<file path="src/common/timer_block_pkg.sv">
package timer_block_pkg;

  // ----------------------------------------------------------------
  // Register byte offsets
  // ----------------------------------------------------------------
  localparam logic [7:0] CORE_CTRL_OFFSET = 8'h00;
  localparam logic [7:0] AUX_CTRL_OFFSET = 8'h04;
  localparam logic [7:0] CAPTURE_RELOAD_REGISTER_OFFSET = 8'h08;
  localparam logic [7:0] CORE_TIMER_OFFSET = 8'h0C;
  localparam logic [7:0] AUX_TIMER_OFFSET = 8'h10;
  localparam logic [7:0] STATUS_OFFSET = 8'h14;

  // ----------------------------------------------------------------
  // Reset values
  // ----------------------------------------------------------------
  localparam logic [15:0] CTRL_RESET = 16'h0000;
  localparam logic [15:0] TIMER_RESET = 16'h0000;
  localparam logic [15:0] CAPTURE_RELOAD_REGISTER_RESET = 16'h0000;
  localparam logic [15:0] TIMER_MAX = 16'hFFFF;

  // ----------------------------------------------------------------
  // Control field positions, shared by both control registers
  // ----------------------------------------------------------------
  localparam int ISEL_LSB = 0;
  localparam int MODE_LSB = 3;
  localparam int RUN_BIT = 6;
  localparam int DIR_BIT = 7;
  // Core control only
  localparam int TOGGLE_BIT = 10;
  localparam int PRESC_LSB = 11;
  localparam int RELOAD_EN_BIT = 15;
  // Auxiliary control only
  localparam int REMOTE_RUN_BIT = 8;
  localparam int CLEAR_ON_CAP_BIT = 9;
  localparam int CAP_CORR_BIT = 10;
  localparam int EDGE_SEL_LSB = 11;
  localparam int FOREIGN_SEL_BIT = 13;
  localparam int CAP_EN_BIT = 14;
  // Status register
  localparam int CAP_FLAG_BIT = 0;
  localparam int CORE_FLAG_BIT = 1;

  // Writable bits of each control register
  localparam logic [15:0] CORE_CTRL_MASK = 16'h98FF;
  localparam logic [15:0] AUX_CTRL_MASK = 16'h7FFF;

  // ----------------------------------------------------------------
  // Mode encodings
  // ----------------------------------------------------------------
  localparam logic [2:0] MODE_TIMER = 3'h0;
  localparam logic [2:0] MODE_COUNTER = 3'h1;
  localparam logic [2:0] MODE_GATED_LOW = 3'h2;
  localparam logic [2:0] MODE_GATED_HIGH = 3'h3;

  // Block prescaler: log2 of the base divisor per field value
  localparam logic [3:0] PRESC_EXP_00 = 4'h2;
  localparam logic [3:0] PRESC_EXP_01 = 4'h1;
  localparam logic [3:0] PRESC_EXP_10 = 4'h4;
  localparam logic [3:0] PRESC_EXP_11 = 4'h3;
  localparam int PRESC_CNT_W = 12;

  // ----------------------------------------------------------------
  // Pin bundle
  // ----------------------------------------------------------------
  typedef struct packed {
    logic capture_pin;
    logic foreign_count_input;
    logic foreign_direction_input;
    logic core_count_pin;
    logic aux_count_pin;
  } pins_t;

  localparam int PIN_COUNT = 5;
  localparam int PIN_CAPTURE = 4;
  localparam int PIN_FOREIGN_COUNT = 3;
  localparam int PIN_FOREIGN_DIR = 2;
  localparam int PIN_CORE_COUNT = 1;
  localparam int PIN_AUX_COUNT = 0;

endpackage

</file>
<file path="src/verilog/capture_reload_timer_block.sv">
// The implementer's own choices: the address map and the APB register port.
`timescale 1ns/1ps

// Overview of operation
// - Core timer counts only while run set
// - Aux run bit, or core run when remote
// - Direction bit 0 up, 1 down, anytime
// - Core wrap toggles latch; software sets too
// - Timer mode: clock over prescaler times 2^isel
// - Aux same frequencies, no latch or output
// - Both latch edges: 32-bit chain
// - One latch edge: 33-bit chain
// - Chained directions independent, core any mode
// - Capture enable bit; source pin or foreign
// - Edge select: pin edges or foreign inputs
// - Foreign transitions latch aux into capture reg
// - Pin trigger captures aux, sets capture flag
// - Clear-on-capture zeroes aux after latching
// - Disabled capture still clears; pin trigger still flags
// - Reload enabled: core wrap loads capture reg
// - Reload sets core flag, not capture flag
// - Capture and reload work together
// - Correction captures aux value minus one
// - Core wrap pulse output for other timers
// - All registers reset to zero
module capture_reload_timer_block
  import timer_block_pkg::*;
(
  // Clock and reset
  input wire logic pclk,
  input wire logic presetn,
  // APB slave
  input wire logic psel,
  input wire logic penable,
  input wire logic pwrite,
  input wire logic [7:0] paddr,
  input wire logic [31:0] pwdata,
  output logic [31:0] prdata,
  output logic pready,
  output logic pslverr,
  // External pins
  input wire pins_t pins_in,
  // Timer outputs
  output logic core_overflow_out,
  output logic core_toggle_latch,
  output logic capture_irq_flag,
  output logic core_irq_flag
);

  // ----------------------------------------------------------------
  // Declarations
  // ----------------------------------------------------------------
  logic [15:0] core_ctrl_reg;
  logic [15:0] aux_ctrl_reg;
  logic [15:0] capture_reload_reg;
  logic [15:0] core_timer_reg;
  logic [15:0] aux_timer_reg;
  logic toggle_reg;
  logic cap_flag_reg;
  logic core_flag_reg;
  logic ovf_out_reg;
  logic [PRESC_CNT_W-1:0] presc_cnt_reg;

  logic [PIN_COUNT-1:0] pin_raw;
  logic [PIN_COUNT-1:0] pin_meta_reg;
  logic [PIN_COUNT-1:0] pin_sync_reg;
  logic [PIN_COUNT-1:0] pin_prev_reg;
  logic [PIN_COUNT-1:0] pin_rise;
  logic [PIN_COUNT-1:0] pin_fall;

  logic wr_access;
  logic rd_setup;
  logic addr_ok;
  logic [15:0] wdata16;
  logic [15:0] core_ctrl_view;
  logic [15:0] status_view;
  logic [31:0] rd_mux;

  logic [2:0] core_mode;
  logic [2:0] aux_mode;
  logic [2:0] core_isel;
  logic [2:0] aux_isel;
  logic [3:0] presc_exp;
  logic core_tick;
  logic aux_tick;
  logic core_run;
  logic aux_run;
  logic core_dir;
  logic aux_dir;
  logic core_count_en;
  logic aux_count_en;
  logic core_wrap;
  logic latch_rise;
  logic latch_fall;
  logic pin_trig;
  logic foreign_trig;
  logic cap_trig;
  logic do_capture;
  logic do_clear;
  logic [15:0] capture_value;

  // ----------------------------------------------------------------
  // Helper functions
  // ----------------------------------------------------------------
  // Tick once per 2^exp cycles of the free-running prescaler
  function automatic logic tick_of(input logic [PRESC_CNT_W-1:0] cnt, input logic [3:0] exp);
    logic [PRESC_CNT_W-1:0] mask;
    mask = PRESC_CNT_W'((PRESC_CNT_W'(1) << exp) - PRESC_CNT_W'(1));
    return (cnt & mask) == mask;
  endfunction

  // Edge code: bit 0 rising, bit 1 falling
  function automatic logic edge_hit(input logic [1:0] sel, input logic rise, input logic fall);
    return (sel[0] & rise) | (sel[1] & fall);
  endfunction

  function automatic logic [15:0] step(input logic [15:0] v, input logic down);
    return down ? 16'(v - 16'h0001) : 16'(v + 16'h0001);
  endfunction

  // Count enable from mode, prescaler tick, gate level and count edge
  function automatic logic mode_enable(input logic [2:0] mode, input logic tick, input logic gate,
                                       input logic cnt_edge);
    logic en;
    en = 1'b0;
    case (mode)
      MODE_TIMER: en = tick;
      MODE_COUNTER: en = cnt_edge;
      MODE_GATED_LOW: en = tick & ~gate;
      MODE_GATED_HIGH: en = tick & gate;
      default: en = 1'b0;
    endcase
    return en;
  endfunction

  // ----------------------------------------------------------------
  // Input synchronisers and edge detection
  // ----------------------------------------------------------------
  assign pin_raw = pins_in;

  // Edges compare the second stage with its own delayed copy only
  always_ff @(posedge pclk or negedge presetn) begin
    if (!presetn) begin
      pin_meta_reg <= '0;
      pin_sync_reg <= '0;
      pin_prev_reg <= '0;
    end else begin
      pin_meta_reg <= pin_raw;
      pin_sync_reg <= pin_meta_reg;
      pin_prev_reg <= pin_sync_reg;
    end
  end

  assign pin_rise = pin_sync_reg & ~pin_prev_reg;
  assign pin_fall = ~pin_sync_reg & pin_prev_reg;

  // ----------------------------------------------------------------
  // APB decode
  // ----------------------------------------------------------------
  // Zero wait states: read data is fetched in the setup cycle
  assign pready = 1'b1;
  assign wr_access = psel & penable & pwrite & addr_ok;
  assign rd_setup = psel & ~penable & ~pwrite;
  assign wdata16 = pwdata[15:0];

  always_comb begin
    addr_ok = 1'b1;
    unique case (paddr)
      CORE_CTRL_OFFSET, AUX_CTRL_OFFSET, CAPTURE_RELOAD_REGISTER_OFFSET,
      CORE_TIMER_OFFSET, AUX_TIMER_OFFSET, STATUS_OFFSET: addr_ok = 1'b1;
      default: addr_ok = 1'b0;
    endcase
  end

  assign pslverr = psel & penable & ~addr_ok;

  always_comb begin
    core_ctrl_view = core_ctrl_reg;
    core_ctrl_view[TOGGLE_BIT] = toggle_reg;
    status_view = 16'h0000;
    status_view[CAP_FLAG_BIT] = cap_flag_reg;
    status_view[CORE_FLAG_BIT] = core_flag_reg;
    rd_mux = 32'h00000000;
    unique case (paddr)
      CORE_CTRL_OFFSET: rd_mux[15:0] = core_ctrl_view;
      AUX_CTRL_OFFSET: rd_mux[15:0] = aux_ctrl_reg;
      CAPTURE_RELOAD_REGISTER_OFFSET: rd_mux[15:0] = capture_reload_reg;
      CORE_TIMER_OFFSET: rd_mux[15:0] = core_timer_reg;
      AUX_TIMER_OFFSET: rd_mux[15:0] = aux_timer_reg;
      STATUS_OFFSET: rd_mux[15:0] = status_view;
      default: rd_mux = 32'h00000000;
    endcase
  end

  always_ff @(posedge pclk or negedge presetn) begin
    if (!presetn) begin
      prdata <= 32'h00000000;
    end else if (rd_setup) begin
      prdata <= rd_mux;
    end
  end

  // ----------------------------------------------------------------
  // Control registers
  // ----------------------------------------------------------------
  always_ff @(posedge pclk or negedge presetn) begin
    if (!presetn) begin
      core_ctrl_reg <= CTRL_RESET;
      aux_ctrl_reg <= CTRL_RESET;
    end else if (wr_access) begin
      if (paddr == CORE_CTRL_OFFSET) begin
        core_ctrl_reg <= wdata16 & CORE_CTRL_MASK;
      end
      if (paddr == AUX_CTRL_OFFSET) begin
        aux_ctrl_reg <= wdata16 & AUX_CTRL_MASK;
      end
    end
  end

  assign core_mode = core_ctrl_reg[MODE_LSB +: 3];
  assign aux_mode = aux_ctrl_reg[MODE_LSB +: 3];
  assign core_isel = core_ctrl_reg[ISEL_LSB +: 3];
  assign aux_isel = aux_ctrl_reg[ISEL_LSB +: 3];
  assign core_dir = core_ctrl_reg[DIR_BIT];
  assign aux_dir = aux_ctrl_reg[DIR_BIT];

  // ----------------------------------------------------------------
  // Prescaler
  // ----------------------------------------------------------------
  always_comb begin
    unique case (core_ctrl_reg[PRESC_LSB +: 2])
      2'h0: presc_exp = PRESC_EXP_00;
      2'h1: presc_exp = PRESC_EXP_01;
      2'h2: presc_exp = PRESC_EXP_10;
      2'h3: presc_exp = PRESC_EXP_11;
    endcase
  end

  always_ff @(posedge pclk or negedge presetn) begin
    if (!presetn) begin
      presc_cnt_reg <= '0;
    end else begin
      presc_cnt_reg <= PRESC_CNT_W'(presc_cnt_reg + PRESC_CNT_W'(1));
    end
  end

  // Shared counter keeps the two timers phase-aligned
  assign core_tick = tick_of(presc_cnt_reg, 4'(presc_exp + {1'b0, core_isel}));
  assign aux_tick = tick_of(presc_cnt_reg, 4'(presc_exp + {1'b0, aux_isel}));

  // ----------------------------------------------------------------
  // Core timer
  // ----------------------------------------------------------------
  assign core_run = core_ctrl_reg[RUN_BIT];
  assign core_count_en = core_run & mode_enable(core_mode, core_tick, pin_sync_reg[PIN_CORE_COUNT],
    edge_hit(core_isel[1:0], pin_rise[PIN_CORE_COUNT], pin_fall[PIN_CORE_COUNT]));
  assign core_wrap = core_count_en &
    (core_dir ? (core_timer_reg == TIMER_RESET) : (core_timer_reg == TIMER_MAX));

  // A software write beats a same-cycle reload or count step;
  // writes take priority so a load is never lost
  always_ff @(posedge pclk or negedge presetn) begin
    if (!presetn) begin
      core_timer_reg <= TIMER_RESET;
    end else if (wr_access && paddr == CORE_TIMER_OFFSET) begin
      core_timer_reg <= wdata16;
    end else if (core_wrap && core_ctrl_reg[RELOAD_EN_BIT]) begin
      core_timer_reg <= capture_reload_reg;
    end else if (core_count_en) begin
      core_timer_reg <= step(core_timer_reg, core_dir);
    end
  end

  // Only hardware toggles feed the aux chain; software writes do not
  assign latch_rise = core_wrap & ~toggle_reg;
  assign latch_fall = core_wrap & toggle_reg;

  always_ff @(posedge pclk or negedge presetn) begin
    if (!presetn) begin
      toggle_reg <= 1'b0;
    end else if (wr_access && paddr == CORE_CTRL_OFFSET) begin
      toggle_reg <= wdata16[TOGGLE_BIT] ^ core_wrap;
    end else if (core_wrap) begin
      toggle_reg <= ~toggle_reg;
    end
  end

  always_ff @(posedge pclk or negedge presetn) begin
    if (!presetn) begin
      ovf_out_reg <= 1'b0;
    end else begin
      ovf_out_reg <= core_wrap;
    end
  end

  assign core_overflow_out = ovf_out_reg;
  assign core_toggle_latch = toggle_reg;

  // ----------------------------------------------------------------
  // Auxiliary timer
  // ----------------------------------------------------------------
  assign aux_run = aux_ctrl_reg[REMOTE_RUN_BIT] ? core_run : aux_ctrl_reg[RUN_BIT];

  // isel[2] picks the core latch edges instead of the aux pin
  assign aux_count_en = aux_run & mode_enable(aux_mode, aux_tick, pin_sync_reg[PIN_AUX_COUNT],
    aux_isel[2] ? edge_hit(aux_isel[1:0], latch_rise, latch_fall)
                : edge_hit(aux_isel[1:0], pin_rise[PIN_AUX_COUNT], pin_fall[PIN_AUX_COUNT]));

  // ----------------------------------------------------------------
  // Capture trigger
  // ----------------------------------------------------------------
  assign pin_trig = ~aux_ctrl_reg[FOREIGN_SEL_BIT] &
    edge_hit(aux_ctrl_reg[EDGE_SEL_LSB +: 2], pin_rise[PIN_CAPTURE], pin_fall[PIN_CAPTURE]);
  assign foreign_trig = aux_ctrl_reg[FOREIGN_SEL_BIT] &
    edge_hit(aux_ctrl_reg[EDGE_SEL_LSB +: 2],
             pin_rise[PIN_FOREIGN_COUNT] | pin_fall[PIN_FOREIGN_COUNT],
             pin_rise[PIN_FOREIGN_DIR] | pin_fall[PIN_FOREIGN_DIR]);
  assign cap_trig = pin_trig | foreign_trig;
  assign do_capture = cap_trig & aux_ctrl_reg[CAP_EN_BIT];
  // Pin edges clear even with capture disabled
  assign do_clear = cap_trig & aux_ctrl_reg[CLEAR_ON_CAP_BIT];
  assign capture_value = aux_ctrl_reg[CAP_CORR_BIT] ? 16'(aux_timer_reg - 16'h0001)
                                                    : aux_timer_reg;

  always_ff @(posedge pclk or negedge presetn) begin
    if (!presetn) begin
      aux_timer_reg <= TIMER_RESET;
    end else if (wr_access && paddr == AUX_TIMER_OFFSET) begin
      aux_timer_reg <= wdata16;
    end else if (do_clear) begin
      aux_timer_reg <= TIMER_RESET;
    end else if (aux_count_en) begin
      aux_timer_reg <= step(aux_timer_reg, aux_dir);
    end
  end

  // Hardware capture beats a same-cycle software write
  always_ff @(posedge pclk or negedge presetn) begin
    if (!presetn) begin
      capture_reload_reg <= CAPTURE_RELOAD_REGISTER_RESET;
    end else if (do_capture) begin
      capture_reload_reg <= capture_value;
    end else if (wr_access && paddr == CAPTURE_RELOAD_REGISTER_OFFSET) begin
      capture_reload_reg <= wdata16;
    end
  end

  // ----------------------------------------------------------------
  // Request flags (write one to clear, set wins)
  // ----------------------------------------------------------------
  always_ff @(posedge pclk or negedge presetn) begin
    if (!presetn) begin
      cap_flag_reg <= 1'b0;
    end else if (pin_trig || do_capture) begin
      cap_flag_reg <= 1'b1;
    end else if (wr_access && paddr == STATUS_OFFSET && wdata16[CAP_FLAG_BIT]) begin
      cap_flag_reg <= 1'b0;
    end
  end

  always_ff @(posedge pclk or negedge presetn) begin
    if (!presetn) begin
      core_flag_reg <= 1'b0;
    end else if (core_wrap) begin
      core_flag_reg <= 1'b1;
    end else if (wr_access && paddr == STATUS_OFFSET && wdata16[CORE_FLAG_BIT]) begin
      core_flag_reg <= 1'b0;
    end
  end

  assign capture_irq_flag = cap_flag_reg;
  assign core_irq_flag = core_flag_reg;

endmodule // capture_reload_timer_block

</file>
<file path="config.mk">
export PLATFORM = sky130hd
export DESIGN_NAME = capture_reload_timer_block
export DESIGN_NICKNAME = d
export VERILOG_FILES = /design/src/common/timer_block_pkg.sv /design/src/verilog/capture_reload_timer_block.sv
export SDC_FILE = /design/constraint.sdc
export NUM_CORES = 1
export LEC_CHECK = 0
export ABC_AREA = 1
export BUFFER_PORTS_ARGS = -buffer_cell sky130_fd_sc_hd__buf_2
export CAP_MARGIN = 20
export CELL_PAD_IN_SITES_DETAIL_PLACEMENT = 1
export CELL_PAD_IN_SITES_GLOBAL_PLACEMENT = 1
export CORE_ASPECT_RATIO = 0.5
export CORE_MARGIN = 5
export CORE_UTILIZATION = 40
export CTS_CLUSTER_DIAMETER = 50
export DETAILED_ROUTE_END_ITERATION = 10
export GPL_TIMING_DRIVEN = 1
export PLACE_DENSITY = 0.88
export RECOVER_POWER = 100
export SLEW_MARGIN = 30
export SYNTH_ARGS = -nofsm -noshare
export SYNTH_HDL_FRONTEND = slang
export SYNTH_SLANG_ARGS = --single-unit
</file>
<file path="constraint.sdc">
create_clock -name pclk -period 3.44 [get_ports pclk]
set_input_delay 0.688 -clock pclk [delete_from_list [all_inputs] [get_ports pclk]]
set_output_delay 0.688 -clock pclk [all_outputs]
set_load 0.03 [all_outputs]
</file>
Word-level counts from Yosys, hierarchy flattened

Cells that the tools add are included.

Logic and storage cells: 141
Register bits after elaboration: 121
Bits in latches: 0
Memories kept: 0
RAM bits: 0
Bits in read-only memories: 0

Bitwise logic cells: 51
Reductions and logical operators: 23
Multipliers: 0
$add $sub $neg: 9
Shift-type cells: 2
Div/mod/pow operators: 0
Eq/ne operators: 17
Multiplexer cells: 25
Order comparisons: 0

Operators by type and width:

| cell                  | number |
|---|---|
| $mux 16               | 11 |
| $pmux 16 s6           | 1 |
| $add 16x1->16 const B | 2 |
| $sub 16x1->16 const B | 2 |
| $and 1x1->1           | 29 |
| $and 12x12->12        | 2 |
| $eq 12x12->1          | 2 |
| $shl 1x4->12 const A  | 2 |
| $sub 12x2->12 const B | 2 |
| $eq 16x16->1 const B  | 1 |
| $eq 8x4->1 const B    | 2 |
| $eq 8x5->1 const B    | 2 |
| $logic_not 16->1      | 1 |
| $pmux 4 s4            | 1 |
| $add 12x1->12 const B | 1 |
| $eq 3x2->1 const B    | 4 |
| $and 5x5->5           | 2 |
| $mux 1                | 10 |
| $not 5->5             | 2 |
| $add 4x3->4           | 2 |
| $eq 8x3->1 const B    | 1 |
| $logic_and 1x1->1     | 8 |
| $logic_not 8->1       | 1 |
| $or 1x1->1            | 8 |
| 13 further kinds      | 28 |

Longest topological paths before layout

Depth after elaboration: 20
Depth in mapped cells: 31

Least setup slack after synthesis

Ideal clock, no wire load.

Path kind: reg2reg
Start: reg core_ctrl_reg[12]
End: reg aux_timer_reg[10]
Clock period less this slack: 3.536 ns
Library setup time: 0.117 ns
Path buffers: 2
Data arrival time: 3.419 ns
Stages on the path, launching flop included: 27
Slack: -0.096 ns
Cells stage by stage: dfrtp_1 inv_1 ha_1 or2_2 ha_1 fa_1 inv_1 nand2_1 and2_1 buf_2 nor2_1 nand2_1 nor2_1 inv_1 ha_1 o2111ai_1 a21oi_1 nand2_1 nor2_1 nand3_1 nor2_1 nand2_1 nand2_1 nand2_2 buf_4 nand3_1 nand2_1

Longest elaborated chain between the ends: 18
Elaborated cells on any way between the ends: 31

RTL lines:

| what                               | RTL line                                                             | source |
|---|---|---|
| start, declared                    | capture_reload_timer_block.sv:53                                     | `logic [15:0] core_ctrl_reg;` |
| start signal, assigned             | capture_reload_timer_block.sv:212                                    | `core_ctrl_reg <= wdata16 & CORE_CTRL_MASK;` |
| $eq 2x2->1 (tied with other cells) | capture_reload_timer_block.sv:231                                    | `unique case (core_ctrl_reg[PRESC_LSB +: 2])` |
| $pmux 4 s4 (*)                     | capture_reload_timer_block.sv:231                                    |  |
| $add 4x3->4                        | capture_reload_timer_block.sv:248                                    | `assign core_tick = tick_of(presc_cnt_reg, 4'(presc_exp + {1'b0, core_isel}));` |
| $shl 1x4->12                       | capture_reload_timer_block.sv:108                                    | `mask = PRESC_CNT_W'((PRESC_CNT_W'(1) << exp) - PRESC_CNT_W'(1));` |
| $sub 12x2->12                      | capture_reload_timer_block.sv:108                                    |  |
| $and 12x12->12                     | capture_reload_timer_block.sv:109                                    | `return (cnt & mask) == mask;` |
| $eq 12x12->1                       | capture_reload_timer_block.sv:109                                    |  |
| $and 1x1->1 (on tied branches)     | capture_reload_timer_block.sv:130, capture_reload_timer_block.sv:129 |  |
| [... 2 more ...]                   | --                                                                   |  |
| $and 1x1->1                        | capture_reload_timer_block.sv:257                                    | `assign core_wrap = core_count_en &` |
| $and 1x1->1 (on tied branches)     | capture_reload_timer_block.sv:275, capture_reload_timer_block.sv:276 |  |
| $and 1x1->1                        | capture_reload_timer_block.sv:114                                    | `return (sel[0] & rise) \| (sel[1] & fall);` |
| $or 1x1->1                         | capture_reload_timer_block.sv:114                                    |  |
| $mux 1                             | capture_reload_timer_block.sv:306                                    | `aux_isel[2] ? edge_hit(aux_isel[1:0], latch_rise, latch_fall)` |
| $pmux 1 s4 (*)                     | capture_reload_timer_block.sv:126                                    | `case (mode)` |
| $and 1x1->1 (*)                    | capture_reload_timer_block.sv:305                                    | `assign aux_count_en = aux_run & mode_enable(aux_mode, aux_tick, pin_sync_reg[PIN_AUX_COUNT],` |
| $reduce_bool 3->1 (no line) (*)    | --                                                                   |  |
| end signal, assigned               | capture_reload_timer_block.sv:329                                    | `aux_timer_reg <= wdata16;` |
| end signal, assigned               | capture_reload_timer_block.sv:333                                    | `aux_timer_reg <= step(aux_timer_reg, aux_dir);` |
| end, declared                      | capture_reload_timer_block.sv:57                                     | `logic [15:0] aux_timer_reg;` |

Every way passes the cells marked *; elsewhere a longest branch is shown, timed or not. The select of a mux whose other input is x is not followed.
A chain may end at the register's enable or synchronous reset.

Worst setup path in the final report

Start: reg core_ctrl_reg[12]
End: reg aux_timer_reg[13]

The elaborated chain is that of the path after synthesis.

==> results.txt <==
The final weighted congestion of routability-driven global placement came out at 0.9725. For this run, the share of the core covered by cells in the final layout is 0.4796. The floorplan step defined a die boundary enclosing 23910 um^2. Cell internal power was estimated by the tool at 2641 uW. The number of filler instances in the final layout came out at 2585.

The fraction of registers with async set/reset is 1.000. The cell with the most instances on the worst path is sky130_fd_sc_hd__nand2_1. The worst-case clock buffer depth came out at 2. The logic gate share of total power came out at 0.043. The total congestion overflow after global routing is 0. The sequential-to-total area share from yosys stat came out at 0.3647. The number of enable flip-flop cells after synthesis came out at 0. The initial cell density of the core is 0.4058. The final worst slack came out at -0.5942 ns. The via count of the first global-routing pass was 9167. The number of design-rule violations left by the first detailed-router iteration came out at 815.

The measured slew at the worst slew-check pin came out at 1.740 ns. The part of the power in registers is 0.418. The cell row count is 37.

The power spent charging and discharging nets came out at 816.5 uW. The detailed-router iteration count before antenna repair is 5. For this run, the slowest stage of the critical path takes 0.54 ns. Leaving out fill and tap cells, the most frequent cells in the layout are sky130_fd_sc_hd__nand2_1 (218), sky130_fd_sc_hd__inv_1 (154), sky130_fd_sc_hd__dfrtp_1 (121). The wire length of the first global-routing pass came out at 51140 um. The layout-stage area growth over the synthesis result came out at 18.19%. The run finished, with violations left. The count of final hold-check violations was 0. TritonCTS built the clock tree.

The most instantiated flip-flop cell in the synthesis netlist is sky130_fd_sc_hd__dfrtp_1. The number of antenna diodes came out at 0. The clock-pin slew of the registers on the worst-case setup and hold paths is 0.06 ns. The clock latency of the later-clocked register in the worst-skew pair came out at 0.43 ns.

Setup repair after global routing could not meet its margin everywhere. The number of cells in the finished layout apart from fillers is 1488. The worst clock skew came out at 0.009636 ns. The worst setup path is captured at a register. The maximum fanout along the worst path came out at 8.

The die boundary height is 111.9 um. The HPWL after detailed placement is 23000 um. The post-synthesis sequential element count came out at 121. The post-placement cell count came out at 1449. The critical path's slowest cell is sky130_fd_sc_hd__fa_2. In the final routed layout, each cell accounts on average for 21.51 um. The number of antenna violations at the first check in global routing came out at 0.

The I/O pin count is 88. The startpoint of the worst setup timing path is core_ctrl_reg[12]. The final wirelength came out at 32010 um.

The net count of the finished layout came out at 1287. The number of levels the H-tree was split into is 4. The final period utilization came out at 1.173. The count of yosys warnings during synthesis is 0. The CTS buffer count is 17.

The max-slew violation count is 32. The time the final worst path needs with I/O delays and setup came out at 4.034 ns. The count of distinct cell types in the synthesized netlist came out at 52. The leakage dissipation came out at 0.004719 uW. The netlist area before placement came out at 8303 um^2. The worst-case IR drop observed on VDD is 0.2624 mV. The vias per cell came out at 5.813. Setup violations remaining at the end of the flow were counted as 35. The critical path in this run is classified as register to register. After detailed routing, the number of remaining DRC violations is 0.

The standard cell core area came out at 20460 um^2. Final hold analysis gives a worst-case slack of 0.3564 ns. The sink count of the clock tree is 121. Data on the critical path arrives at its endpoint at 4.34 ns. The final reports fail on max-capacitance violations, max-slew violations, negative setup slack. The number of nets with antenna violations after detailed routing came out at 0.

The switching share of power came out at 0.2361. The via total after detailed routing is 8649. CTS placed an instance of sky130_fd_sc_hd__clkbuf_16 at the clock tree root. The clock group share of total power is 0.539.

In this run the most critical hold path is launched from pin_meta_reg[1]. The die is 213.8 um wide. The design draws 3458 uW. The mean area per synthesized cell is 7.433 um^2. For this run, the total global-route usage over all layers was measured as 0.2704. The number of buffers inserted by port buffering came out at 54. Leaving out fill and tap cells, the most frequent cell in the layout is sky130_fd_sc_hd__nand2_1.

The number of buffers added to fix hold violations after cts came out at 0. The worst hold path class is register to register. The largest net degree at the start of global routing came out at 59.

The fraction of layout cells with a size suffix above 1 is 0.1317. The pre-CTS worst setup slack came out at -0.4989 ns. The category of the worst setup path launch point is a register.

The combined flip-flop and latch cell area came out at 3028 um^2. Summing all multi-input logic gate instances after layout gives 4536 um^2. The relative slew slack came out at -0.1601. The maximum frequency from static timing analysis came out at 247.9 MHz. The count of max-cap constraint violations came out at 1. The cell count after synthesis came out at 1117. The beginning of the worst register-to-register path is core_ctrl_reg[12]. The required time of the critical path is 3.75 ns.

The power per unit of standard cell area came out at 352.3 nW/um^2.
## power groups by stage
| stage | logic (uW) | registers (uW) | clock network (uW) |
|---|---|---|---|
| global route | 162 | 1450 | 1950 |
| finish | 149 | 1450 | 1860 |
| floorplan | 75.1 | 1470 | 0 |
| detailed placement | 152 | 1470 | 0 |
| global placement | 149 | 1470 | 0 |
| CTS | 153 | 1440 | 1870 |
## synthesized netlist by cell type (all sizes together) (3+ instances only)
library cell / instances / area share
nand2: 237 / 0.11
inv: 162 / 0.073
dfrtp: 121 / 0.36
o21ai: 120 / 0.073
nor2: 70 / 0.035
nand3: 59 / 0.036
o22ai: 41 / 0.031
a21oi: 40 / 0.024
xor2: 36 / 0.038
buf: 31 / 0.026
nor3: 30 / 0.019
ha: 28 / 0.042
clkbuf: 24 / 0.011
nand4: 14 / 0.011
o211ai: 12 / 0.011
o21bai: 12 / 0.011
xnor2: 10 / 0.011
a221oi: 9 / 0.0095
nor4: 8 / 0.0096
a211oi: 7 / 0.0063
o221ai: 7 / 0.0074
mux2i: 6 / 0.0072
a31oi: 4 / 0.0030
fa: 3 / 0.0072
nand3b: 3 / 0.0027
o2111ai: 3 / 0.0032
o31ai: 3 / 0.0027
## path summary, 6_finish.rpt
kind | to | slack [ns] | cells after the start
max | aux_timer_reg[13] | -0.59 | 28
max reg2reg | aux_timer_reg[13] | -0.59 | 28
min reg2reg | pin_sync_reg[1] | 0.36 | 0
min in group asynchronous | presc_cnt_reg[7] | 0.71 | 1
min | pin_sync_reg[1] | 0.36 | 0
max in group asynchronous | capture_reload_reg[9] | 0.53 | 2
## per-stage QoR
| stage | instance area [um^2] | setup TNS, ns |
|---|---|---|
| 6_report | 9813 | -16.47 |
| 3_3_place_gp | 9085 | -8.133 |
| 4_1_cts | 9821 | -15.44 |
| 2_1_floorplan | 8396 | -0.01529 |
| 5_1_grt | 9813 | -26.83 |
| 3_5_place_dp | 9085 | -13.34 |
## area by class of cell
cell class / count / area share
inverter: 164 / 0.06350
sequential: 121 / 0.3086
clock buffer: 20 / 0.04756
clock inverter: 8 / 0.01250
multi-input combinational: 794 / 0.4622
tap: 273 / 0.03481
timing repair buffer: 108 / 0.07089
## layer usage
| layer | vias up | GRT usage | routed length [um] |
|---|---|---|---|
| li1 | 3877 | - | - |
| met3 | 107 | 0.05659 | 2375 |
| met4 | 0 | 0.1063 | 1248 |
| met2 | 359 | 0.4375 | 14930 |
| met1 | 4306 | 0.3553 | 13450 |
| met5 | - | 0 | 0 |
## what timing repair did
| item | CTS | global route |
|---|---|---|
| setup endpoints to repair | 35 | 35 |
| setup buffers | 4 | 4 |
| cloned | 3 | 0 |
| pin swaps | 5 | 24 |
| resized for setup | 22 | 18 |
## critical path: cells and delay by family, from the launching register on
family | cells | cell delay [ns]
adder cells (fa/ha/maj) | 4 | 1.09
flip-flops | 1 | 0.41
AND/OR/NAND/NOR | 18 | 1.85
AO/OA/AOI/OAI | 1 | 0.11
buffers and inverters | 5 | 0.42
## logic make-up (layout without fill, tap and decap cells)
group	after synthesis	count (layout)	share of synthesized area
simple gates	425	427	0.2269
xor+xnor	46	46	0.04852
other cells	2	17	0.0009045
fa+ha+maj	31	31	0.04943
buf+inv	219	300	0.1114
compound gates	267	267	0.1909
flops	121	121	0.3647
mux	6	6	0.007234
(Power assumes the default switching activity.)
